<file path="src/include/ivm_pkg.sv">
package ivm_pkg;

	// ----------------------------------------
	// vector numbers
	// ----------------------------------------
	localparam int IVM_VEC_W = 6;
	localparam int IVM_NUM_VECS = 36;
	localparam logic [5:0] IVM_VEC_RESET = 6'h00;
	localparam logic [5:0] IVM_VEC_NMI = 6'h01;
	localparam logic [5:0] IVM_VEC_VLM = 6'h02;
	localparam logic [5:0] IVM_VEC_CLK_FAIL = 6'h03;
	localparam logic [5:0] IVM_VEC_MVIO = 6'h04;
	localparam logic [5:0] IVM_VEC_RTC_COUNT_IRQ = 6'h05;
	localparam logic [5:0] IVM_VEC_RTC_PERIODIC_IRQ = 6'h06;
	localparam logic [5:0] IVM_VEC_CUSTOM = 6'h07;
	localparam logic [5:0] IVM_VEC_PORT_A = 6'h08;
	localparam logic [5:0] IVM_VEC_WT_OVF = 6'h09;
	localparam logic [5:0] IVM_VEC_WT_HUNF = 6'h0A;
	localparam logic [5:0] IVM_VEC_WT_CMP0 = 6'h0B;
	localparam logic [5:0] IVM_VEC_CAPT0 = 6'h0E;
	localparam logic [5:0] IVM_VEC_CAPT1 = 6'h0F;
	localparam logic [5:0] IVM_VEC_WAVE_OVF = 6'h10;
	localparam logic [5:0] IVM_VEC_WAVE_TRIG = 6'h11;
	localparam logic [5:0] IVM_VEC_TWI_CLIENT = 6'h12;
	localparam logic [5:0] IVM_VEC_TWI_HOST = 6'h13;
	localparam logic [5:0] IVM_VEC_SPI = 6'h14;
	localparam logic [5:0] IVM_VEC_SER0_RXC = 6'h15;
	localparam logic [5:0] IVM_VEC_PORT_D = 6'h18;
	localparam logic [5:0] IVM_VEC_COMP = 6'h19;
	localparam logic [5:0] IVM_VEC_CONV_RES = 6'h1A;
	localparam logic [5:0] IVM_VEC_CONV_WIN = 6'h1B;
	localparam logic [5:0] IVM_VEC_ZERO_CROSS = 6'h1C;
	localparam logic [5:0] IVM_VEC_PORT_C = 6'h1D;
	localparam logic [5:0] IVM_VEC_CAPT2 = 6'h1E;
	localparam logic [5:0] IVM_VEC_SER1_RXC = 6'h1F;
	localparam logic [5:0] IVM_VEC_PORT_F = 6'h22;
	localparam logic [5:0] IVM_VEC_EEPROM = 6'h23;

	// ----------------------------------------
	// system configuration registers
	// ----------------------------------------
	localparam logic [3:0] IVM_IDX_RESERVED_SLOT = 4'h0;
	localparam logic [3:0] IVM_IDX_SILICON_REVISION = 4'h1;
	localparam logic [3:0] IVM_IDX_GLOBAL_ENABLE = 4'h2;
	localparam logic [3:0] IVM_IDX_FLAGS_LO = 4'h3;
	localparam logic [3:0] IVM_IDX_FLAGS_HI = 4'h4;
	localparam logic [3:0] IVM_IDX_ENABLE_LO = 4'h5;
	localparam logic [3:0] IVM_IDX_ENABLE_HI = 4'h6;
	localparam logic [3:0] IVM_IDX_CTRL = 4'h7;
	localparam logic [3:0] IVM_IDX_VECTOR = 4'h8;
	localparam int IVM_ADDR_W = 6;
	localparam int IVM_MAJOR_MSB = 7;
	localparam int IVM_MAJOR_LSB = 4;
	localparam int IVM_MINOR_MSB = 3;
	localparam int IVM_MINOR_LSB = 0;
	localparam int IVM_CTRL_SPLIT_BIT = 0;
	localparam logic [31:0] IVM_RESET_WORD = 32'h0000_0000;
	localparam logic [35:0] IVM_RESET_FLAGS = 36'h0_0000_0000;

	typedef enum logic [1:0] {
		IVM_BUS_IDLE = 2'b00,
		IVM_BUS_ACK = 2'b01
	} ivm_bus_state_type;

endpackage

</file>
<file path="src/verilog/ivm_vector_encoder.sv">
`timescale 1ns/1ps
module ivm_vector_encoder
	import ivm_pkg::*;
#(
	parameter int NUM_VECS = 36
)
(
	input wire logic [NUM_VECS-1:0] request_in,
	output logic active_out,
	output logic [IVM_VEC_W-1:0] number_out,
	output logic [IVM_VEC_W:0] word_addr_out
);
	// lowest numbered request wins; priority beyond that is not this block's job
	always_comb
	begin
		active_out = 1'b0;
		number_out = '0;
		for (int i = NUM_VECS - 1; i >= 0; i--)
		begin
			if (request_in[i])
			begin
				active_out = 1'b1;
				number_out = IVM_VEC_W'(i);
			end
		end
		word_addr_out = {number_out, 1'b0};
	end
endmodule

</file>
<file path="src/verilog/ivm_vector_map.sv">
// Register access over Avalon-MM was left to the implementer.
`timescale 1ns/1ps
// Notes on behaviour
// - clock failure event goes to vector 3 at word 0x06.
// - rtc overflow and compare share word 0x0A; periodic uses 0x0C.
// - vector 9 at 0x12: overflow normally, low underflow when split.
// - vector 10 at 0x14 silent in normal mode, high underflow when split.
// - words 0x16..0x1A carry compare 0..2, low compares when split.
// - capture timers 0,1,2 each one vector at 0x1C, 0x1E, 0x3C.
// - waveform timer overflow at 0x20, trigger at 0x22.
// - two-wire client events at 0x24, host events at 0x26.
// - serial units: rx, empty, tx-done vectors from 0x2A and 0x3E.
// - port pin vectors: A 0x10, D 0x30, C 0x3A, F 0x44.
// - converter result ready at 0x34, window compare at 0x36.
// - eeprom ready is last vector 35 at word 0x46.
// - single sources: mvio 0x08, logic 0x0E, spi 0x28, comp 0x32, zcd 0x38.
// - revision register at offset 1 is read-only.
// - bits 7:4 hold major revision, 1 means first letter.
// - bits 3:0 hold minor revision as plain binary.
// - flags set on their condition even when the enable is off.
// - request only while flag, enable and global enable are all set.
// - vectors 0..2 reserved for reset, nmi, level monitor at 0x00..0x04.
module ivm_vector_map
	import ivm_pkg::*;
#(
	parameter logic [3:0] MAJOR_REV = 4'h1, // arbitrary value
	parameter logic [3:0] MINOR_REV = 4'h0 // arbitrary value
)
(
	input wire logic clk_in,
	input wire logic rstn_in,
	input wire logic [IVM_ADDR_W-1:0] avs_address_in,
	input wire logic avs_read_in,
	input wire logic avs_write_in,
	input wire logic [31:0] avs_writedata_in,
	input wire logic [3:0] avs_byteenable_in,
	output logic [31:0] avs_readdata_out,
	output logic avs_waitrequest_out,
	input wire logic clock_failure_detect_in,
	input wire logic multi_voltage_io_irq_in,
	input wire logic rtc_overflow_in,
	input wire logic rtc_compare_in,
	input wire logic rtc_periodic_irq_in,
	input wire logic custom_logic_irq_in,
	input wire logic [3:0] port_pin_irq_in,
	input wire logic wide_timer_overflow_irq_in,
	input wire logic wide_timer_low_underflow_irq_in,
	input wire logic wide_timer_high_underflow_irq_in,
	input wire logic [2:0] wide_timer_compare_irq_in,
	input wire logic [2:0] wide_timer_low_compare_irq_in,
	input wire logic [2:0] capture_timer_irq_in,
	input wire logic waveform_timer_overflow_irq_in,
	input wire logic waveform_timer_trigger_irq_in,
	input wire logic two_wire_client_irq_in,
	input wire logic two_wire_host_irq_in,
	input wire logic serial_periph_irq_in,
	input wire logic [1:0] serial_rx_complete_irq_in,
	input wire logic [1:0] serial_tx_empty_irq_in,
	input wire logic [1:0] serial_tx_complete_irq_in,
	input wire logic comparator_irq_in,
	input wire logic converter_result_irq_in,
	input wire logic converter_window_irq_in,
	input wire logic zero_cross_irq_in,
	input wire logic eeprom_ready_irq_in,
	input wire logic vector_taken_in,
	output logic irq_out,
	output logic [IVM_VEC_W-1:0] vector_number_out,
	output logic [IVM_VEC_W:0] vector_word_addr_out
);

	// ----------------------------------------
	// source to vector mapping
	// ----------------------------------------
	logic [IVM_NUM_VECS-1:0] event_vec;
	logic split_mode;

	always_comb
	begin
		event_vec = '0;
		// vectors 0..2 are owned by reset, nmi and level monitor logic elsewhere
		event_vec[IVM_VEC_RESET] = 1'b0;
		event_vec[IVM_VEC_NMI] = 1'b0;
		event_vec[IVM_VEC_VLM] = 1'b0;
		event_vec[IVM_VEC_CLK_FAIL] = clock_failure_detect_in;
		event_vec[IVM_VEC_MVIO] = multi_voltage_io_irq_in;
		event_vec[IVM_VEC_RTC_COUNT_IRQ] = rtc_overflow_in | rtc_compare_in;
		event_vec[IVM_VEC_RTC_PERIODIC_IRQ] = rtc_periodic_irq_in;
		event_vec[IVM_VEC_CUSTOM] = custom_logic_irq_in;
		event_vec[IVM_VEC_PORT_A] = port_pin_irq_in[0];
		event_vec[IVM_VEC_PORT_D] = port_pin_irq_in[1];
		event_vec[IVM_VEC_PORT_C] = port_pin_irq_in[2];
		event_vec[IVM_VEC_PORT_F] = port_pin_irq_in[3];
		event_vec[IVM_VEC_WT_OVF] = split_mode ? wide_timer_low_underflow_irq_in
			: wide_timer_overflow_irq_in;
		event_vec[IVM_VEC_WT_HUNF] = split_mode & wide_timer_high_underflow_irq_in;
		for (int c = 0; c < 3; c++)
		begin
			event_vec[int'(IVM_VEC_WT_CMP0) + c] = split_mode ? wide_timer_low_compare_irq_in[c]
				: wide_timer_compare_irq_in[c];
		end
		event_vec[IVM_VEC_CAPT0] = capture_timer_irq_in[0];
		event_vec[IVM_VEC_CAPT1] = capture_timer_irq_in[1];
		event_vec[IVM_VEC_CAPT2] = capture_timer_irq_in[2];
		event_vec[IVM_VEC_WAVE_OVF] = waveform_timer_overflow_irq_in;
		event_vec[IVM_VEC_WAVE_TRIG] = waveform_timer_trigger_irq_in;
		event_vec[IVM_VEC_TWI_CLIENT] = two_wire_client_irq_in;
		event_vec[IVM_VEC_TWI_HOST] = two_wire_host_irq_in;
		event_vec[IVM_VEC_SPI] = serial_periph_irq_in;
		event_vec[int'(IVM_VEC_SER0_RXC)] = serial_rx_complete_irq_in[0];
		event_vec[int'(IVM_VEC_SER0_RXC) + 1] = serial_tx_empty_irq_in[0];
		event_vec[int'(IVM_VEC_SER0_RXC) + 2] = serial_tx_complete_irq_in[0];
		event_vec[int'(IVM_VEC_SER1_RXC)] = serial_rx_complete_irq_in[1];
		event_vec[int'(IVM_VEC_SER1_RXC) + 1] = serial_tx_empty_irq_in[1];
		event_vec[int'(IVM_VEC_SER1_RXC) + 2] = serial_tx_complete_irq_in[1];
		event_vec[IVM_VEC_COMP] = comparator_irq_in;
		event_vec[IVM_VEC_CONV_RES] = converter_result_irq_in;
		event_vec[IVM_VEC_CONV_WIN] = converter_window_irq_in;
		event_vec[IVM_VEC_ZERO_CROSS] = zero_cross_irq_in;
		event_vec[IVM_VEC_EEPROM] = eeprom_ready_irq_in;
	end

	// ----------------------------------------
	// register bus and flag state
	// ----------------------------------------
	ivm_bus_state_type bus_q, bus_d;
	logic [IVM_NUM_VECS-1:0] flags_q, flags_d;
	logic [IVM_NUM_VECS-1:0] enable_q, enable_d;
	logic global_en_q, global_en_d;
	logic split_q, split_d;
	logic [31:0] rdata_q, rdata_d;
	logic [IVM_NUM_VECS-1:0] pend_vec;
	logic enc_active;
	logic [IVM_VEC_W-1:0] enc_number;
	logic [IVM_VEC_W:0] enc_addr;
	logic [3:0] idx;
	logic wr_hit;
	logic [31:0] rev_word;

	assign split_mode = split_q;
	assign idx = avs_address_in[5:2];
	assign rev_word = {24'h00_0000, MAJOR_REV, MINOR_REV};
	// a write lands on the edge where the master sees waitrequest low, not earlier
	assign wr_hit = avs_write_in & (bus_q == IVM_BUS_ACK);

	// merge byte lanes of a write into an old word
	function automatic logic [31:0] merge_bytes(input logic [31:0] old_w,
		input logic [31:0] new_w, input logic [3:0] be);
		logic [31:0] r;
		r = old_w;
		for (int b = 0; b < 4; b++)
		begin
			if (be[b])
			begin
				r[b*8 +: 8] = new_w[b*8 +: 8];
			end
		end
		return r;
	endfunction

	always_comb
	begin
		logic [31:0] clr_lo;
		logic [31:0] clr_hi;
		clr_lo = '0;
		clr_hi = '0;
		bus_d = IVM_BUS_IDLE;
		flags_d = flags_q;
		enable_d = enable_q;
		global_en_d = global_en_q;
		split_d = split_q;
		rdata_d = rdata_q;
		if (bus_q == IVM_BUS_IDLE && (avs_read_in || avs_write_in))
		begin
			bus_d = IVM_BUS_ACK;
		end
		if (wr_hit)
		begin
			case (idx)
				IVM_IDX_GLOBAL_ENABLE: if (avs_byteenable_in[0])
				begin
					global_en_d = avs_writedata_in[0];
				end
				IVM_IDX_FLAGS_LO: clr_lo = merge_bytes('0, avs_writedata_in, avs_byteenable_in);
				IVM_IDX_FLAGS_HI: clr_hi = merge_bytes('0, avs_writedata_in, avs_byteenable_in);
				IVM_IDX_ENABLE_LO: enable_d[31:0] = merge_bytes(enable_q[31:0],
					avs_writedata_in, avs_byteenable_in);
				IVM_IDX_ENABLE_HI: if (avs_byteenable_in[0])
				begin
					enable_d[35:32] = avs_writedata_in[3:0];
				end
				IVM_IDX_CTRL: if (avs_byteenable_in[0])
				begin
					split_d = avs_writedata_in[IVM_CTRL_SPLIT_BIT];
				end
				// reserved slot and revision word swallow writes
				default: ;
			endcase
		end
		// write-one-to-clear, but a new event in the same cycle wins
		flags_d = (flags_q & ~{clr_hi[3:0], clr_lo}) | event_vec;
		flags_d[2:0] = 3'b000;
		if (bus_q == IVM_BUS_IDLE && avs_read_in)
		begin
			case (idx)
				IVM_IDX_RESERVED_SLOT: rdata_d = IVM_RESET_WORD;
				IVM_IDX_SILICON_REVISION: rdata_d = rev_word;
				IVM_IDX_GLOBAL_ENABLE: rdata_d = {31'h0000_0000, global_en_q};
				IVM_IDX_FLAGS_LO: rdata_d = flags_q[31:0];
				IVM_IDX_FLAGS_HI: rdata_d = {28'h000_0000, flags_q[35:32]};
				IVM_IDX_ENABLE_LO: rdata_d = enable_q[31:0];
				IVM_IDX_ENABLE_HI: rdata_d = {28'h000_0000, enable_q[35:32]};
				IVM_IDX_CTRL: rdata_d = {31'h0000_0000, split_q};
				IVM_IDX_VECTOR: rdata_d = {16'h0000, enc_active, 8'h00, enc_addr};
				default: rdata_d = IVM_RESET_WORD;
			endcase
		end
	end

	always_ff @(posedge clk_in)
	begin
		if (!rstn_in)
		begin
			bus_q <= IVM_BUS_IDLE;
			flags_q <= IVM_RESET_FLAGS;
			enable_q <= IVM_RESET_FLAGS;
			global_en_q <= 1'b0;
			split_q <= 1'b0;
			rdata_q <= IVM_RESET_WORD;
		end
		else
		begin
			bus_q <= bus_d;
			flags_q <= flags_d;
			enable_q <= enable_d;
			global_en_q <= global_en_d;
			split_q <= split_d;
			rdata_q <= rdata_d;
		end
	end

	// ----------------------------------------
	// request and vector output
	// ----------------------------------------
	// vector_taken_in is a hint for the core only; flags clear through software
	assign pend_vec = flags_q & enable_q & {IVM_NUM_VECS{global_en_q}};

	ivm_vector_encoder #(
		.NUM_VECS(IVM_NUM_VECS)
	) u_enc (
		.request_in(pend_vec),
		.active_out(enc_active),
		.number_out(enc_number),
		.word_addr_out(enc_addr)
	);

	assign irq_out = enc_active;
	assign vector_number_out = enc_number;
	assign vector_word_addr_out = enc_addr;
	assign avs_readdata_out = rdata_q;
	assign avs_waitrequest_out = (bus_q == IVM_BUS_IDLE); // answer one cycle after request
endmodule
</file>
<file path="config.mk">
export PLATFORM = sky130hd
export DESIGN_NAME = ivm_vector_map
export DESIGN_NICKNAME = d
export VERILOG_FILES = /design/src/include/ivm_pkg.sv /design/src/verilog/ivm_vector_encoder.sv /design/src/verilog/ivm_vector_map.sv
export SDC_FILE = /design/constraint.sdc
export NUM_CORES = 1
export LEC_CHECK = 0
export BUFFER_PORTS_ARGS = -buffer_cell sky130_fd_sc_hd__buf_2
export CAP_MARGIN = 20
export CORE_ASPECT_RATIO = 0.6
export CORE_MARGIN = 2
export CORE_UTILIZATION = 34
export CTS_BUF_LIST = sky130_fd_sc_hd__clkbuf_8
export DETAILED_ROUTE_END_ITERATION = 10
export PLACE_DENSITY = 0.62
export SETUP_SLACK_MARGIN = 0.2
export SLEW_MARGIN = 20
export SYNTH_ARGS = -nofsm -noshare
export SYNTH_HDL_FRONTEND = slang
export SYNTH_SLANG_ARGS = --single-unit
</file>
<file path="constraint.sdc">
create_clock -name clk_in -period 3.6 [get_ports clk_in]
set_input_delay 0.36 -clock clk_in [delete_from_list [all_inputs] [get_ports clk_in]]
set_output_delay 0.36 -clock clk_in [all_outputs]
set_load 0.005 [all_outputs]
</file>
# Word-level counts from Yosys, hierarchy flattened
# Cells that the tools add are included.
[classes]
addsub = 0
multipliers = 0
n_div = 0
n_lt_le_gt_ge = 0
n_eq_ne = 9
shift = 0
mux = 86
bitwise_logic = 8
reduce_logical = 11
[op_table]
columns = ["op", "n"]
rows = [
  ["32-bit one-hot mux with 8 select lines", 1],
  ["6-bit two-way mux", 36],
  ["36-bit bitwise AND", 3],
  ["32-bit two-way mux", 2],
  ["1-bit two-way mux", 41],
  ["36-bit NOT", 1],
  ["36-bit OR", 1],
  ["8-bit two-way mux", 4],
  ["3-bit AND reduction", 7],
  ["4-bit by 3-bit equality test with 1-bit output, second input constant", 4],
  ["4-bit by 2-bit equality test with 1-bit output, second input constant", 2],
  ["4-bit two-way mux", 2],
  ["4-bit by 1-bit equality test with 1-bit output, second input constant", 1],
  ["4-bit equality test, second input constant", 1],
  ["1-bit bitwise AND", 2],
  ["2-bit by 1-bit equality test with 1-bit output, second input constant", 1],
  ["1-bit logical AND", 2],
  ["2-bit zero test", 1],
  ["1-bit logical OR", 1],
  ["1-bit OR", 1],
]
[totals]
regBits = 108
latch_bits = 0
mem_bits_rw = 0
mem_bits_ro = 0
mem_count = 0

# Logic depth before layout (Yosys ltp)
# Gate-level depths: netlist of run 1.
[depth]
word_depth = 39
ltp_mapped = 8
depth_no_buf = 6

# Modules after synthesis
# A second synthesis of run 1 with hierarchy kept.
[hier_totals]
cells_unflattened = 611
hier_area_um2 = 5316.3
[modules_own_cells]
columns = ["mod", "instances", "cells_each", "area_per_inst_um2"]
rows = [
  ["ivm_vector_map", 1, 526, 4813.4],
  ["ivm_vector_encoder", 1, 85, 503.0],
]

# Least setup slack after synthesis of run 1
# Ideal clock, no wire load.
[synth_path]
kind = "register -> output"
start = "reg flags_q[23]"
end = "out vector_word_addr_out[1]"
arrival_ps = 1528
t_required_ps = 3240
path_slack_ps = 1712
path_stages_with_launch = 8
path_buffers = 1
path_cell_list = "dfxtp_1 and2_1 nand2_1 a22o_1 a41oi_1 o311ai_0 o21ai_0 buf_4"
[synth_between]
elab_chain_cells = 26
[synth_lines]
columns = ["element", "line_no", "source"]
rows = [
  ["start, declared", "ivm_vector_map.sv:126", "logic [IVM_NUM_VECS-1:0] flags_q, flags_d;"],
  ["start signal, assigned", "ivm_vector_map.sv:233", "flags_q <= flags_d;"],
  ["36-bit bitwise AND (2 in a row)", "ivm_vector_map.sv:245", "assign pend_vec = flags_q & enable_q & {IVM_NUM_VECS{global_en_q}};"],
  ["6-bit two-way mux (24 in a row)", "ivm_vector_encoder.sv:20", "if (request_in[i])"],
  ["end, declared", "ivm_vector_map.sv:68", "output logic [IVM_VEC_W:0] vector_word_addr_out"],
]
# No other way between the ends.

# Worst setup path in the final report of run 1
[layout_path]
start = "reg global_en_q"
end = "out vector_number_out[0]"
[layout_between]
elab_chain_cells = 37
[layout_lines]
columns = ["element", "line_no", "source"]
rows = [
  ["start, declared", "ivm_vector_map.sv:128", "logic global_en_q, global_en_d;"],
  ["start signal, assigned", "ivm_vector_map.sv:235", "global_en_q <= global_en_d;"],
  ["36-bit bitwise AND *", "ivm_vector_map.sv:245", ""],
  ["6-bit two-way mux (35 in a row)", "ivm_vector_encoder.sv:20", ""],
  ["6-bit two-way mux *", "ivm_vector_encoder.sv:20", ""],
  ["end, declared", "ivm_vector_map.sv:67", "output logic [IVM_VEC_W-1:0] vector_number_out,"],
]
# Mark *: on every way between the ends. The rest lies on a longest branch, timed or not.

==> flow_summary.toml, run 1 <==
[status]
status = "complete, no violations"

[routing]
vias_per_cell = 5.29
dr.pass1.iters = 7
via_count = 4903
drtIter0Drc = 393
route.antenna.remaining_nets = 0
avgRoutedWirePerCell_um = 16.7
routed_wirelength_mm = 15.4
post-route-drc-count = 0

[cts]
clock-sinks = 104
cts_max_level = 3
post_cts.repair.setup_buffers = 0
clk_pin_slew_worst_paths_ns = 0.11
clk_latency_ns = 0.38
cts_made_buffers = 9
cts_resized = 0
cts_buffer_depth = 2
cts_tree = "done"
ctsHoldBuffers = 0
clockRootBuffer = "clkbuf_8"

[synthesis]
syn_inst = 622
synth_top_area_frac = 0.424
synthTopCellsByArea = "dfxtp_1 42%, nor2_1 9.4%, nand2_1 7.9%"
syn_area_per_cell_um2 = 7.90
yosysWarnings = 0
seq_area_frac_synth = 0.424
post-synth-top-area-cell = "dfxtp_1"
ys_types = 60
async_flop_share = 0
synth_edf_count = 0
ys.flop_type = "dfxtp_1"
synth_common_cells = "123 x nor2_1, 104 x dfxtp_1, 103 x nand2_1"
ys_ff_latch = 104
syn-num-nets = 707
netlist_area_um2 = 4920
yosys.cell_count.top_type = "nor2_1"

[critical_path]
crit_start = "global_en_q"
cp-start-kind = "register"
crit_end = "vector_number_out[0]"
endpoint_kind = "output port"
crit_fanout = 17
timing.rr.end = "avs_readdata_out[1]"
critPathArrivalTime_ns = 2.65
critPathRequiredTime_ns = 3.24
rr_worst_depth = 7
regToRegStartpoint = "bus_q[0]"
crit_type = "register to output port"
regToRegSetupSlack_ns = 1.36

[cells_and_area]
regArea_um2 = 2080
area_delta_synth_final_pct = 19.1
drive_gt1_frac = 0.222
fin_area_um2 = 5860
utilization = 0.422
fin_nets = 814
nFillCells = 1427
multi_input_area_um2 = 2620

[sta]
setup_viol = 0
slew_headroom = 0.397
worst_slew_pin_slew_ns = 0.905
setup_slack_ns = 0.586
fin_skew_ns = 0.0113
fin_crit_ns = 3.01
fin_crit_sh = 0.837
rsz0062_at_grt = "no"
timing.fmax_mhz = 332
finalSetupTns_ns = 0
finalMaxSlewViolations = 0
hold_violations = 0

[power]
power_density_nw_per_um2 = 358
vdd.ir_drop.worst_uv = 147
p_leak_uw = 0.00234

[floorplan]
die_area_um2 = 15500
coreArea_um2 = 13900
die_w_um = 159
chipHeight_um = 97.1
io_pins = 132
start_util = 0.354
rows = 33

[placed_design]
pre_cts_ws_ns = 1.10
io_buffers = 127
dpl_cell_area_um2 = 5660
hpwl_mm = 11.6
place.gp.congestion = 0.872

[grt]
grtUsageTotal = 0.196
antenna_found_initial = 0
grt_pass1_vias = 4575
grt_overflow = 0
grt_start_max_net_pins = 52
grt_pass1_wl_mm = 24.5

[min_path]
hp-class = "primary input to register"

[run]
drv_cap = 0
## kinds of logic (layout without fill, tap and decap cells)
group,after synthesis,in the layout,synth area share
AOI/OAI and AO/OA,157,157,0.210
muxes,37,37,0.0756
and+or+nand+nor,282,282,0.246
other,1,2,0.000763
DFF,104,104,0.424
buffers and inverters,41,153,0.0443
## flip-flops by register name (all words and copies together), names as in the netlist
| signal | count |
|---|---|
| enable_q | 36 |
| split_mode | 1 |
| avs_readdata_out | 32 |
| flags_q | 33 |
| bus_q | 1 |
| global_en_q | 1 |
## stage by stage
stage	power, uW	std cells	hold WS (ns)
final	2100	927	0.178
after global routing	2170	926	0.179
after CTS	2110	926	0.173
after detailed placement	1410	910	0.450
after global placement	1400	910	0.444
after floorplan	1310	622	0.437
## power breakdown
| part | total [uW] | switching [uW] | internal, uW |
|---|---|---|---|
| registers | 1210 | 31.0 | 1180 |
| logic | 175 | 108 | 66.9 |
| clock network | 713 | 432 | 281 |
| total | 2100 | 571 | 1530 |
## worst max-delay path, cell delays in order (launching register included)
cell and delay, ns:
dfxtp_1 0.80, clkinv_8 0.17, a41oi_1 0.38, o311ai_0 0.25
o21ai_0 0.47, buf_2 0.20
## routing by layer
metal	global-route usage	up-vias	share of wire
met5	0	-	0
met4	0.0350	0	0.0087
met3	0.0525	14	0.099
met2	0.285	217	0.41
met1	0.292	2282	0.49
li1	-	2390	-
## final cells by class
class	instances	area share
multi-input cells	477	0.448
flip-flops and latches	104	0.356
repair buffers	133	0.118
well taps	192	0.0410
clock buffers	10	0.0235
clock inverters	6	0.00876
inverters	4	0.00470
diodes	1	0.000427
## placed cells by master (no fill, tap or decap), types with 6 or more instances in the layout
| cell type | synthesis | layout |
|---|---|---|
| buf_2 | 5 | 127 |
| clkbuf_8 | 0 | 10 |
| mux2i_1 | 36 | 36 |
| a21oi_1 | 67 | 67 |
| a22oi_1 | 35 | 35 |
| dfxtp_1 | 104 | 104 |
| nand2_1 | 103 | 103 |
| nor2b_1 | 6 | 6 |
| nor2_1 | 123 | 123 |
| nand3_1 | 17 | 17 |
## worst min path at each step
| stage | cells past startpoint | end | from |
|---|---|---|---|
| 2_1_floorplan | 2 | enable_q[0] | enable_q[0] |
| 3_3_place_gp | 2 | enable_q[0] | enable_q[0] |
| 3_5_place_dp | 2 | avs_readdata_out[0] | avs_readdata_out[0] |
| 4_1_cts | 3 | flags_q[31] | serial_rx_complete_irq_in[1] |
| 5_1_grt | 3 | flags_q[28] | zero_cross_irq_in |
| 6_report | 3 | flags_q[28] | zero_cross_irq_in |
No activity file was read; power rests on OpenSTA's default activity.
==> run 2: changes to the inputs <==
==> constraint.sdc (replaced) <==
create_clock -name clk_in -period 2.85 [get_ports clk_in]
set_input_delay 0.285 -clock clk_in [delete_from_list [all_inputs] [get_ports clk_in]]
set_output_delay 0.285 -clock clk_in [all_outputs]
set_load 0.005 [all_outputs]
==> flow_summary.toml, run 2 (same netlist as run 1, synthesis figures left out) <==
[status]
status = "complete, no violations"

[grt]
grt_most_used_layer = "met1"
grt_util_met2 = 0.290
grtUsageTotal = 0.198
grtUsageMet1 = 0.292
globalRouteMet3Util = 0.0512
grt_pass1_wl_mm = 24.5
grt_overflow = 0
grt_pass1_vias = 4577
antenna_found_initial = 0
grt_start_max_net_pins = 46

[cells_and_area]
fin_nets = 818
drive_gt1_frac = 0.226
insertedDiodeCount = 0
finalNonFillerCells = 930
layout_common_cells = "127 x buf_2, 123 x nor2_1, 104 x dfxtp_1, 103 x nand2_1, 67 x a21oi_1"
area_delta_synth_final_pct = 20.1
final_common_cell = "buf_2"
largest_reg_flops = 36
largest-register = "enable_q"

[critical_path]
slowest_delay_ns = 0.40
crit_fanout = 4
path_cells = "and2_1, nand2_1, a22o_1, a41oi_1, o311ai_2, o21ai_1, buf_2"
rr_worst_depth = 6
regToRegStartpoint = "flags_q[5]"
critPathArrivalTime_ns = 2.27
cp-start-kind = "register"
endpoint_kind = "output port"
regToRegSetupSlack_ns = 0.95
cp_slowest_cell = "a41oi_1"
critPathRequiredTime_ns = 2.57
crit_type = "register to output port"
timing.rr.end = "avs_readdata_out[15]"

[routing]
route.antenna.remaining_nets = 0
drtIter0Drc = 328
routed_wirelength_mm = 15.7
vias_per_cell = 5.29
via_count = 4920
avgRoutedWirePerCell_um = 16.9
post-route-drc-count = 0
dr.pass1.iters = 5

[sta]
slew_headroom = 0.471
setup_viol = 0
finalMaxSlewViolations = 0
fin_crit_ns = 2.56
timing.fmax_mhz = 391
fin_crit_sh = 0.898
finalSetupTns_ns = 0
worst_slew_pin_slew_ns = 0.791
rsz0062_at_grt = "no"
fin_skew_ns = 0.00894
hold_violations = 0

[floorplan]
die_area_um2 = 15500
chipHeight_um = 97.1
io_pins = 132
start_util = 0.354
die_w_um = 159
coreArea_um2 = 13900
rows = 33

[power]
p_leak_uw = 0.00237
vdd.ir_drop.worst_uv = 194
power_density_nw_per_um2 = 466

[cts]
ctsHoldBuffers = 0
post_cts.repair.setup_buffers = 0
cts_made_buffers = 9
clockRootBuffer = "clkbuf_8"
clk_latency_ns = 0.38
cts_max_level = 3
cts_resized = 2
cts_tree = "done"
cts_buffer_depth = 2
clk_pin_slew_worst_paths_ns = 0.10
clock-sinks = 104

[min_path]
whs_endpoint = "flags_q[6]"
hold_path_depth = 3
min_from = "rtc_periodic_irq_in"
hp-class = "primary input to register"

[placed_design]
hpwl_mm = 11.9
placedCellCount = 914
io_buffers = 127
place.gp.congestion = 0.855

[run]
drv_cap = 0
[run 2: power breakdown]
| group | switching [uW] | leakage [uW] | total, uW | internal (uW) |
|---|---|---|---|---|
| Combinational | 136 | 0.00141 | 221 | 85.1 |
| Sequential | 38.7 | 0.000849 | 1530 | 1490 |
| Clock | 523 | 0.000114 | 1000 | 481 |
| Total | 698 | 0.00237 | 2750 | 2050 |
[run 2: layer usage]
metal / vias up / wire length (um)
met1: 2318 / 7630
met2: 194 / 6640
li1: 2393 / -
met5: - / 0
met4: 0 / 142
met3: 15 / 1300
[run 2: worst max path at each step]
stage	end	from
2_1_floorplan	vector_word_addr_out[1]	flags_q[23]
5_1_grt	vector_number_out[0]	flags_q[11]
3_5_place_dp	vector_number_out[0]	flags_q[23]
4_1_cts	vector_number_out[0]	flags_q[23]
6_report	vector_number_out[0]	flags_q[23]
3_3_place_gp	vector_word_addr_out[1]	flags_q[23]
[run 2: worst max-delay path, delay by kind of cell, from the launching register on]
| family | cells | cell delay, ns |
|---|---|---|
| compound gates | 4 | 1.14 |
| buf+inv | 1 | 0.18 |
| simple gates | 2 | 0.19 |
| flops | 1 | 0.38 |
[run 2: metrics by stage]
| step | instance area, um^2 | hold WS [ns] | power (uW) | util | setup WS [ns] |
|---|---|---|---|---|---|
| CTS | 5900 | 0.0889 | 2770 | 0.425 | 0.342 |
| global placement | 5680 | 0.444 | 1770 | 0.410 | 0.585 |
| global route | 5910 | 0.0964 | 2850 | 0.426 | 0.226 |
| floorplan | 4920 | 0.402 | 1660 | - | 1.04 |
| finish | 5910 | 0.101 | 2750 | 0.426 | 0.290 |
| detailed placement | 5680 | 0.451 | 1780 | 0.410 | 0.541 |
[run 2: cell type report]
type                    count  area (um^2)
clock buffers              12          165
fillers                  1445         7970
multi-input cells         477         2630
well taps                 192          240
repair buffers            137          711
inverters                   4         27.5
clock inverters             4         51.3
flip-flops and latches    104         2080
